[src/shared/acc_move_regs.svh]
// Purpose: Named constants for the accumulator data move unit
// Assumes: Reference addresses are 9-bit binary forms of octal numbers
// Notes:   Included by bare name; definitions only
`ifndef ACC_MOVE_REGS_SVH
`define ACC_MOVE_REGS_SVH

// ---------------------------------------------------------------
// Operation codes
// ---------------------------------------------------------------
`define AM_OP_LOAD_WORD   8'h50
`define AM_OP_LOAD_BYTE   8'h51
`define AM_OP_LOAD_HI_NIB 8'h52
`define AM_OP_LOAD_LO_NIB 8'h53
`define AM_OP_LOAD_INMOD  8'h55
`define AM_OP_STORE_WORD  8'h60
`define AM_OP_STORE_BYTE  8'h61
`define AM_OP_STORE_HI    8'h62
`define AM_OP_STORE_LO    8'h63

// ---------------------------------------------------------------
// Reference ranges (octal 000..677 as binary)
// ---------------------------------------------------------------
`define AM_IO_LO          9'h000
`define AM_IO_HI_B        9'h00D
`define AM_IO_HI_W        9'h00C
`define AM_IO2_LO         9'h038
`define AM_IO2_HI_B       9'h03E
`define AM_IO2_HI_W       9'h03D
`define AM_REL_LO         9'h00E
`define AM_REL_HI_B       9'h01F
`define AM_REL_HI_W       9'h01E
`define AM_SHR_LO         9'h020
`define AM_SHR_HI_B       9'h02F
`define AM_SHR_HI_W       9'h02E
`define AM_DAT_LO         9'h100
`define AM_DAT_HI_B       9'h17F
`define AM_DAT_HI_W       9'h17E
`define AM_TC_LO          9'h180
`define AM_TC_HI          9'h1BF
`define AM_INMOD_HI       9'h005

// ---------------------------------------------------------------
// Lane enables and fill values
// ---------------------------------------------------------------
`define AM_NIB_ALL        4'hF
`define AM_NIB_BYTE       4'h3
`define AM_NIB_HI         4'h2
`define AM_NIB_LO         4'h1
`define AM_NIB_NONE       4'h0
`define AM_BCD_MAX        4'h9
`define AM_ZERO_BYTE      8'h00
`define AM_ZERO_NIB       4'h0
`define AM_ACC_RESET      16'h0000

`endif

[src/shared/acc_move_pkg.sv]
// Purpose: Types shared by the accumulator data move unit and its bench
// Assumes: Reference memory answers every request with one ack pulse
// Notes:   Constants live in acc_move_regs.svh
package acc_move_pkg;

   // ------------------------------------------------------------
   // Sequencer states, one-hot
   // ------------------------------------------------------------
   typedef enum logic [2:0] {
      ST_IDLE  = 3'b001,
      ST_READ  = 3'b010,
      ST_WRITE = 3'b100
   } state_t;

   // ------------------------------------------------------------
   // Instruction, memory request and memory answer
   // ------------------------------------------------------------
   typedef struct packed {
      logic [7:0]  opcode;
      logic [8:0]  ref_addr;
      logic        use_const;
      logic [15:0] konst;
   } instr_t;

   typedef struct packed {
      logic        req;
      logic        wr;
      logic        tc;
      logic [8:0]  addr;
      logic [15:0] data;
      logic [3:0]  nib_en;
   } mem_req_t;

   typedef struct packed {
      logic        ack;
      logic [15:0] data;
   } mem_rsp_t;

endpackage : acc_move_pkg

[src/rtl/accumulator_data_move_unit.sv]
// Purpose: Moves data between the 16-bit accumulator and references
// Assumes: Inputs synchronous to I_CLK; memory acks each request once
// Notes:   Byte refs return {next byte, named byte} on the answer bus
//
// Contract
// RQ1: Code 50 loads the accumulator from a BCD constant or a word ref.
// RQ2: Code 51 loads bits 7..0 from a byte ref and zeroes bits 15..8.
// RQ3: Code 52 loads bits 3..0 from the high nibble of a byte ref.
// RQ4: Code 53 loads bits 3..0 from the low nibble of a byte ref.
// RQ5: Code 55 loads the accumulator from a 16-circuit input module.
// RQ6: Code 60 writes all sixteen accumulator bits to a word ref.
// RQ7: Code 60 accepts I/O, relay, shift, data and timer refs.
// RQ8: Code 61 writes accumulator bits 7..0 to a byte ref.
// RQ9: Code 62 writes accumulator bits 3..0 into a ref's high nibble.
// RQ10: Code 63 writes accumulator bits 3..0 into a ref's low nibble.
// RQ11: Without power flow neither accumulator nor target changes.
// RQ12: A word ref is the named byte (low digits) and the next byte.
// RQ13: Data refs decode at octal 400-577, timer words at 600-677.
// RQ14: Nibble moves leave every bit outside the nibble unchanged.
`timescale 1ns/1ps
`include "acc_move_regs.svh"

module accumulator_data_move_unit (
   // Clock and reset
   input  wire logic                 I_CLK,
   input  wire logic                 I_RSTN,
   // Instruction from the scan
   input  wire logic                 I_EXEC,
   input  wire logic                 I_POWER,
   input  wire acc_move_pkg::instr_t I_INSTR,
   // Reference memory
   output acc_move_pkg::mem_req_t    O_MEM,
   input  wire acc_move_pkg::mem_rsp_t I_MEM,
   // Status
   output logic [15:0]               O_ACC,
   output logic                      O_BUSY,
   output logic                      O_DONE,
   output logic                      O_REFUSED
);

   // ------------------------------------------------------------
   // Decode helpers
   // ------------------------------------------------------------
   // Word refs stop one byte early so the pair stays in range
   function automatic logic ref_ok(input logic [8:0] a,
                                   input logic       wide);
      logic [8:0] io_hi;
      logic [8:0] io2_hi;
      logic [8:0] rel_hi;
      logic [8:0] shr_hi;
      logic [8:0] dat_hi;
      io_hi  = wide ? `AM_IO_HI_W  : `AM_IO_HI_B;
      io2_hi = wide ? `AM_IO2_HI_W : `AM_IO2_HI_B;
      rel_hi = wide ? `AM_REL_HI_W : `AM_REL_HI_B;
      shr_hi = wide ? `AM_SHR_HI_W : `AM_SHR_HI_B;
      dat_hi = wide ? `AM_DAT_HI_W : `AM_DAT_HI_B;
      ref_ok = (a <= io_hi)
            || (a >= `AM_IO2_LO && a <= io2_hi)
            || (a >= `AM_REL_LO && a <= rel_hi)
            || (a >= `AM_SHR_LO && a <= shr_hi)
            || (a >= `AM_DAT_LO && a <= dat_hi)          // RQ13
            || (wide && is_tc(a));
   endfunction : ref_ok

   function automatic logic is_tc(input logic [8:0] a);
      is_tc = (a >= `AM_TC_LO) && (a <= `AM_TC_HI);      // RQ13
   endfunction : is_tc

   function automatic logic bcd_ok(input logic [15:0] k);
      bcd_ok = (k[3:0] <= `AM_BCD_MAX) && (k[7:4] <= `AM_BCD_MAX)
            && (k[11:8] <= `AM_BCD_MAX)
            && (k[15:12] <= `AM_BCD_MAX);
   endfunction : bcd_ok

   // ------------------------------------------------------------
   // State
   // ------------------------------------------------------------
   acc_move_pkg::state_t   state_q;
   logic [7:0]             op_q;
   logic [15:0]            acc_q;
   acc_move_pkg::mem_req_t mem_q;
   logic                   done_q;
   logic                   refused_q;

   // Classification of the offered instruction
   logic       idle;
   logic       start;
   logic [7:0] op;
   logic [8:0] ra;
   logic       is_load_ref;
   logic       is_store;
   logic       legal;

   assign idle  = (state_q == acc_move_pkg::ST_IDLE);
   assign start = idle && I_EXEC && I_POWER;             // RQ11
   assign op    = I_INSTR.opcode;
   assign ra    = I_INSTR.ref_addr;

   // Legality per opcode; constants only make sense for code 50
   always_comb begin
      is_load_ref = 1'b0;
      is_store    = 1'b0;
      legal       = 1'b0;
      case (op)
         `AM_OP_LOAD_WORD: begin
            is_load_ref = !I_INSTR.use_const;
            legal = I_INSTR.use_const ? bcd_ok(I_INSTR.konst)
                                      : ref_ok(ra, 1'b1);  // RQ1
         end
         `AM_OP_LOAD_BYTE, `AM_OP_LOAD_HI_NIB,
         `AM_OP_LOAD_LO_NIB: begin
            is_load_ref = 1'b1;
            legal = ref_ok(ra, 1'b0) && !is_tc(ra);
         end
         `AM_OP_LOAD_INMOD: begin
            is_load_ref = 1'b1;
            legal = (ra <= `AM_INMOD_HI);                  // RQ5
         end
         `AM_OP_STORE_WORD: begin
            is_store = 1'b1;
            legal = ref_ok(ra, 1'b1);                      // RQ7
         end
         `AM_OP_STORE_BYTE, `AM_OP_STORE_HI,
         `AM_OP_STORE_LO: begin
            is_store = 1'b1;
            legal = ref_ok(ra, 1'b0) && !is_tc(ra);
         end
         default: begin
            legal = 1'b0;
         end
      endcase
   end

   // ------------------------------------------------------------
   // Sequencer
   // ------------------------------------------------------------
   // Request held until the memory acks it
   always_ff @(posedge I_CLK or negedge I_RSTN) begin
      if (!I_RSTN) begin
         state_q <= acc_move_pkg::ST_IDLE;
         op_q    <= `AM_ZERO_BYTE;
      end else begin
         case (state_q)
            acc_move_pkg::ST_IDLE: begin
               if (start && legal && is_load_ref) begin
                  state_q <= acc_move_pkg::ST_READ;
                  op_q    <= op;
               end else if (start && legal && is_store) begin
                  state_q <= acc_move_pkg::ST_WRITE;
                  op_q    <= op;
               end
            end
            acc_move_pkg::ST_READ, acc_move_pkg::ST_WRITE: begin
               if (I_MEM.ack) begin
                  state_q <= acc_move_pkg::ST_IDLE;
               end
            end
            default: begin
               state_q <= acc_move_pkg::ST_IDLE;
            end
         endcase
      end
   end

   // ------------------------------------------------------------
   // Memory request
   // ------------------------------------------------------------
   // Store data and lanes are built once, from the idle accumulator
   always_ff @(posedge I_CLK or negedge I_RSTN) begin
      if (!I_RSTN) begin
         mem_q <= '0;
      end else if (idle && start && legal && (is_load_ref || is_store)) begin
         mem_q.req    <= 1'b1;
         mem_q.wr     <= is_store;
         mem_q.tc     <= is_tc(ra);                        // RQ13
         mem_q.addr   <= ra;
         mem_q.data   <= `AM_ACC_RESET;
         mem_q.nib_en <= `AM_NIB_NONE;
         case (op)
            `AM_OP_STORE_WORD: begin
               mem_q.data   <= acc_q;                      // RQ6
               mem_q.nib_en <= `AM_NIB_ALL;
            end
            `AM_OP_STORE_BYTE: begin
               mem_q.data   <= {`AM_ZERO_BYTE, acc_q[7:0]}; // RQ8
               mem_q.nib_en <= `AM_NIB_BYTE;
            end
            `AM_OP_STORE_HI: begin
               mem_q.data   <= {`AM_ZERO_BYTE, acc_q[3:0],
                                `AM_ZERO_NIB};             // RQ9
               mem_q.nib_en <= `AM_NIB_HI;                 // RQ14
            end
            `AM_OP_STORE_LO: begin
               mem_q.data   <= {`AM_ZERO_BYTE, `AM_ZERO_NIB,
                                acc_q[3:0]};               // RQ10
               mem_q.nib_en <= `AM_NIB_LO;                 // RQ14
            end
            default: begin
               mem_q.nib_en <= `AM_NIB_NONE;
            end
         endcase
      end else if (!idle && I_MEM.ack) begin
         mem_q.req <= 1'b0;
      end
   end

   // ------------------------------------------------------------
   // Accumulator
   // ------------------------------------------------------------
   // Answer low byte is the named byte, high byte the next one
   always_ff @(posedge I_CLK or negedge I_RSTN) begin
      if (!I_RSTN) begin
         acc_q <= `AM_ACC_RESET;
      end else if (start && legal && I_INSTR.use_const
                   && op == `AM_OP_LOAD_WORD) begin
         acc_q <= I_INSTR.konst;                           // RQ1
      end else if (state_q == acc_move_pkg::ST_READ && I_MEM.ack) begin
         case (op_q)
            `AM_OP_LOAD_WORD: begin
               acc_q <= I_MEM.data;                        // RQ12
            end
            `AM_OP_LOAD_BYTE: begin
               acc_q <= {`AM_ZERO_BYTE, I_MEM.data[7:0]};  // RQ2
            end
            `AM_OP_LOAD_HI_NIB: begin
               acc_q[3:0] <= I_MEM.data[7:4];              // RQ3 RQ14
            end
            `AM_OP_LOAD_LO_NIB: begin
               acc_q[3:0] <= I_MEM.data[3:0];              // RQ4 RQ14
            end
            `AM_OP_LOAD_INMOD: begin
               acc_q <= I_MEM.data;                        // RQ5
            end
            default: begin
               acc_q <= acc_q;
            end
         endcase
      end
   end

   // ------------------------------------------------------------
   // Completion and refusal pulses
   // ------------------------------------------------------------
   // Unpowered rungs complete at once and touch nothing
   always_ff @(posedge I_CLK or negedge I_RSTN) begin
      if (!I_RSTN) begin
         done_q    <= 1'b0;
         refused_q <= 1'b0;
      end else begin
         done_q    <= (idle && I_EXEC && (!I_POWER || !legal
                       || (op == `AM_OP_LOAD_WORD
                           && I_INSTR.use_const)))
                   || (!idle && I_MEM.ack);                // RQ11
         refused_q <= idle && I_EXEC && I_POWER && !legal;
      end
   end

   // Outputs
   assign O_MEM     = mem_q;
   assign O_ACC     = acc_q;
   assign O_BUSY    = !idle;
   assign O_DONE    = done_q;
   assign O_REFUSED = refused_q;
endmodule : accumulator_data_move_unit

[config.mk]
export PLATFORM = sky130hd
export DESIGN_NAME = accumulator_data_move_unit
export DESIGN_NICKNAME = d
export VERILOG_FILES = /design/src/shared/acc_move_pkg.sv /design/src/rtl/accumulator_data_move_unit.sv
export VERILOG_INCLUDE_DIRS = /design/src /design/src/shared
export SDC_FILE = /design/constraint.sdc
export NUM_CORES = 1
export LEC_CHECK = 0
export BUFFER_PORTS_ARGS = -buffer_cell sky130_fd_sc_hd__buf_2
export CAP_MARGIN = 20
export CORE_ASPECT_RATIO = 0.8
export CORE_MARGIN = 2
export CORE_UTILIZATION = 50
export CTS_CLUSTER_SIZE = 30
export DETAILED_ROUTE_END_ITERATION = 10
export GPL_ROUTABILITY_DRIVEN = 0
export PLACE_DENSITY = 0.81
export SYNTH_ARGS = -nofsm -noshare
export SYNTH_HDL_FRONTEND = slang
export SYNTH_SLANG_ARGS = --single-unit
[constraint.sdc]
create_clock -name I_CLK -period 3.29 [get_ports I_CLK]
set_input_delay 0.8225 -clock I_CLK [delete_from_list [all_inputs] [get_ports I_CLK]]
set_output_delay 0.8225 -clock I_CLK [all_outputs]
set_load 0.02 [all_outputs]
---- Word level (Yosys, flattened, before mapping) ----
Cells that the tools add are included.
operators by class
  $lt $le $gt $ge ......................... 21
  equality and inequality tests ........... 19
  mux-type cells .......................... 18
  reduce and logical (&&, ||, !) cells .... 61
operators with widths
  operator                                                                             count
  8-bit by 7-bit equality test with 1-bit output, second input constant                14
  16-bit one-hot mux with 4 select lines                                               1
  9-bit by 6-bit <= comparator with 1-bit output, second input constant                4
  16-bit 2-to-1 mux                                                                    2
  1-bit logical AND                                                                    28
  9-bit <= comparator, second input constant                                           3
  12-bit one-hot mux with 2 select lines                                               1
  9-bit by 6-bit greater-or-equal comparator with 1-bit output, second input constant  2
  9-bit greater-or-equal comparator, second input constant                             2
  9-bit by 4-bit <= comparator with 1-bit output, second input constant                2
  9-bit by 5-bit <= comparator with 1-bit output, second input constant                2
  4-bit <= comparator, second input constant                                           4
  8-bit 2-to-1 mux                                                                     2
  4-bit one-hot mux with 4 select lines                                                1
  1-bit logical OR                                                                     13
  4-bit OR reduction                                                                   3
  9-bit by 4-bit greater-or-equal comparator with 1-bit output, second input constant  1
  9-bit by 3-bit <= comparator with 1-bit output, second input constant                1
  3-bit 2-to-1 mux                                                                     3
  4-bit one-hot mux with 2 select lines                                                1
  2-bit AND reduction                                                                  4
  3-bit one-hot mux with 2 select lines                                                1
  2-bit nonzero test                                                                   3
  3-bit nonzero test                                                                   2
  other kinds (11)                                                                     19
storage, ports and cells
  register bits ........................... 61
  bits of input ports ..................... 55
  output and inout port bits .............. 51

---- Logic depth before layout (Yosys ltp) ----
  depth after elaboration ................. 14
  gate-level depth with buffers ........... 9

---- Worst setup path before layout ----
No wires, ideal clock.
  path type ............................... input to register
  from .................................... input port I_INSTR[29] (netlist name)
  to ...................................... register mem_q, in the netlist O_MEM[1]
  setup time .............................. 125 ps
  arrival ................................. 2922 ps
  required time ........................... 3165 ps
  path slack .............................. 242 ps
  stages on the path ...................... 7
  buffers on the path ..................... 1
  cell sequence ........................... or4b_4 > or4_4 > a31oi_4 > o211ai_2 > nand4_4 > buf_12 > mux2_4
on the way
  longest elaborated chain between the ends .. 5
  elaborated cells between the ends (all ways) .. 19
  classes of those cells .................. eq/ne (9); mux (4); reduce/logical (6)
RTL lines
  item                                                                       line                                                                  text
  start, declared                                                            accumulator_data_move_unit.sv:30                                      input wire acc_move_pkg::instr_t I_INSTR,
  8-bit by 7-bit equality test with 1-bit output (on tied branches)          accumulator_data_move_unit.sv:104, accumulator_data_move_unit.sv:179
  6-bit OR reduction (no line) / 4-bit OR reduction (equally long branches)  -
  1-bit one-hot mux with 4 select lines (tied with other cells)              accumulator_data_move_unit.sv:104                                     case (op)
  1-bit logical AND / 1-bit logical OR (equally long branches)               accumulator_data_move_unit.sv:172                                     end else if (idle && start && legal && (is_load_ref || is_store)) begin
  1-bit logical AND                                                          accumulator_data_move_unit.sv:172
  end, declared                                                              accumulator_data_move_unit.sv:81                                      acc_move_pkg::mem_req_t mem_q;
Parallel ways exist; a longest one is shown, timed or not.
A chain may end at the register's enable or synchronous reset.

---- Worst setup path in the final report ----
  from .................................... input port I_INSTR[29] (netlist name)
  to ...................................... register mem_q, in the netlist O_MEM[24]
on the way
  longest elaborated chain between the ends .. 5
  elaborated cells between the ends (all ways) .. 18
  classes of those cells .................. eq/ne (9); mux (3); reduce/logical (6)
RTL lines
  item                                                                       line
  8-bit by 7-bit equality test with 1-bit output                             accumulator_data_move_unit.sv:104
  6-bit OR reduction (no line) / 4-bit OR reduction (equally long branches)  -
  1-bit one-hot mux with 4 select lines (tied with other cells)              accumulator_data_move_unit.sv:104
  1-bit logical AND / 1-bit logical OR (equally long branches)               accumulator_data_move_unit.sv:172
  1-bit logical AND *                                                        accumulator_data_move_unit.sv:172
Mark *: on every way between the ends. The rest lies on a longest branch, timed or not.

==> flow_summary.yaml <==
clocking:
  numCtsBuffers: 9
  cts_tree: "done"
  clkTransAtPathRegs_ps: 70
  cts-root-buf: "clkbuf_8"
  htreeDepth: 3
  clock_path_buffers: 2
  cts.sinks: 60
  insertion_delay_ps: 340
  postCtsSetupBuffers: 0
  cts-resized-gates: 0
  holdBufCountCts: 0
critical_path:
  cp-start-kind: "input port"
  required_ps: 3520
  crit_arrival_ps: 3140
  worstRegToRegCells: 6
  ff2ff_setup_slack_ps: 640
  crit_type: "input port to flip-flop"
  cp-end-kind: "flip-flop"
  cp_max_fo: 17
logic_synthesis:
  yosysMostFrequentCell: "dfrtp_1"
  synth_flop_cell: "dfrtp_1"
  synth_area_leaders: "dfrtp_1 47%, mux2i_1 5.1%, nand2_1 5.1%"
  synth-edff-count: 0
  avgSynthCellArea_sq_um: 10.7
  synthCells: 291
  syn_area_sq_um: 3120
  synth_nets: 346
  yosys_register_bits: 60
  yosys-top-cells-count: "59 x dfrtp_1, 42 x nand2_1, 19 x o21ai_0"
  ys_seq_area_share_pct: 48.2
  synth_top_cell_by_area: "dfrtp_1"
  yosys_warnings: 0
  ys_types: 57
  async_flop_share_pct: 100
  synth_top_area_share_pct: 47.4
finish:
  fillers: 500
  diodes: 0
  fin_util_pct: 66.0
  syn_to_final_growth_pct: 26.4
  fin_nets: 464
  drive_above_1_share_pct: 39.1
floorplanning:
  core-area_sq_um: 5970
  die_x_um: 92.3
  die_area_sq_um: 6890
  start_util_pct: 52.2
  rows: 25
  io_pins: 106
  die_y_um: 74.6
detailed_routing:
  routedWlPerCell_um: 16.1
  drt_iter0_drc: 137
  wirelength_um: 7950
  viasPerCell: 5.52
  drc: 0
  ant_nets: 0
  via_count: 2731
  first_pass_iters: 4
timing:
  fin_ws_ps: 381
  slew_headroom_pct: 60.4
  rsz0062_at_grt: "false"
  timing.final.crit_share_pct: 88.4
  layout_min_cycle_time_ps: 2910
  fmax_ghz: 0.344
  fin_setup_tns_ps: 0
  slew_viol_final: 0
  finalHoldViolations: 0
  tightestPinTransition_ps: 586
  skew_ps: 6.45
  setup_viol: 0
placed_design:
  preCtsSetupSlack_ps: 11.6
  port_buffers: 105
  hpwl_um: 5980
status:
  outcome: "finished clean"
worst_hold_path:
  hold_class: "input port to async pin"
power:
  p_comb_share_pct: 8.7
  pwr-share-seq_pct: 50.7
  p_per_area_nw_per_um2: 377
  ir_drop_mv: 0.240
  p_leak_uw: 0.00194
  intPower_uw: 1110
  p_sw_uw: 374
  p_sw_share_pct: 25.2
  clkPwrFrac_pct: 40.6
global_routing:
  antenna_found_initial: 0
  grt_use_total_pct: 24.2
  grt_overflow: 0
  grt_pass1_vias: 2604
  grt_max_degree: 43
  grt_pass1_wl_um: 12700
run:
  cap_violations: 0
## cell usage in the layout, fill, tap and decap left out, types with 3 or more instances in the layout
cell         n
nor3b_1      5
nand4_1      4
o211ai_1     3
and2_1       5
buf_2      105
a221o_1      5
mux2i_1     16
nor2b_1      8
a21oi_1      8
inv_1       13
a22oi_1      8
nor2_1      12
mux2_2      13
clkbuf_8    11
nand3b_1     3
nor4bb_1     3
mux2_4       7
nand3_1      7
dfrtp_1     59
o2bb2ai_1    4
buf_4        9
nand2b_1     3
nand2_1     42
o21ai_0     19
## flip-flops by register name, summed over array words and instances (netlist names)
register and cells:
O_ACC 16, O_DONE 1, O_MEM 31, O_REFUSED 1, op_q 8, state_q 3
## critical path: stages
cell	delay [ps]
buf_2	120
or4b_4	530
or4_4	570
a31oi_4	200
o211ai_2	160
nand4_4	340
mux2_2	380
## routing by layer
| layer | global-route usage [%] | wire (um) | vias to the layer above |
|---|---|---|---|
| li1 | - | - | 1290 |
| met1 | 32.6 | 3600 | 1320 |
| met2 | 38.3 | 3690 | 108 |
| met3 | 6.31 | 526 | 13 |
| met4 | 9.62 | 127 | 0 |
| met5 | 0 | 0 | - |
## power groups by stage
stage	sequential, uW	clock, uW	combinational [uW]
floorplan	778	0	39.6
global placement	766	0	125
detailed placement	767	0	128
CTS	753	617	129
global route	754	650	142
finish	753	603	129
## cell type report
type | count | area, sq um | share of cell area [%]
Multi-Input combinational cell | 210 | 1500 | 38.0
Sequential cell | 60 | 1500 | 38.1
Clock inverter | 4 | 25.0 | 0.635
Clock buffer | 12 | 155 | 3.94
Inverter | 13 | 48.8 | 1.24
Timing Repair Buffer | 115 | 613 | 15.6
Tap cell | 81 | 101 | 2.57
## worst paths after layout
check	end	start
worst max-delay path	O_MEM[24]	I_INSTR[29]
worst max register to register	O_MEM[24]	state_q[0]
max in group asynchronous	state_q[0]	I_RSTN
worst min-delay path	O_MEM[1]	I_RSTN
worst min register to register	O_MEM[31]	O_MEM[31]
min in group I_CLK	O_MEM[31]	O_MEM[31]
## through the flow
step / instance area [sq um] / power [uW] / hold WS (ps) / cells
5_1_grt: 3940 / 1550 / 439 / 495
3_5_place_dp: 3760 / 895 / 460 / 479
2_1_floorplan: 3120 / 817 / 431 / 291
3_3_place_gp: 3760 / 892 / 447 / 479
6_report: 3940 / 1490 / 408 / 495
4_1_cts: 3940 / 1500 / 411 / 495
## logic make-up after synthesis
logic type	count (synthesis)	synth area share (%)
simple gates	108	19.1
compound gates	63	14.8
flops	60	48.2
mux	36	13.2
buf+inv	21	3.81
xor+xnor	2	0.562
fa+ha+maj	1	0.321
No activity file was read; power rests on OpenSTA's default activity.
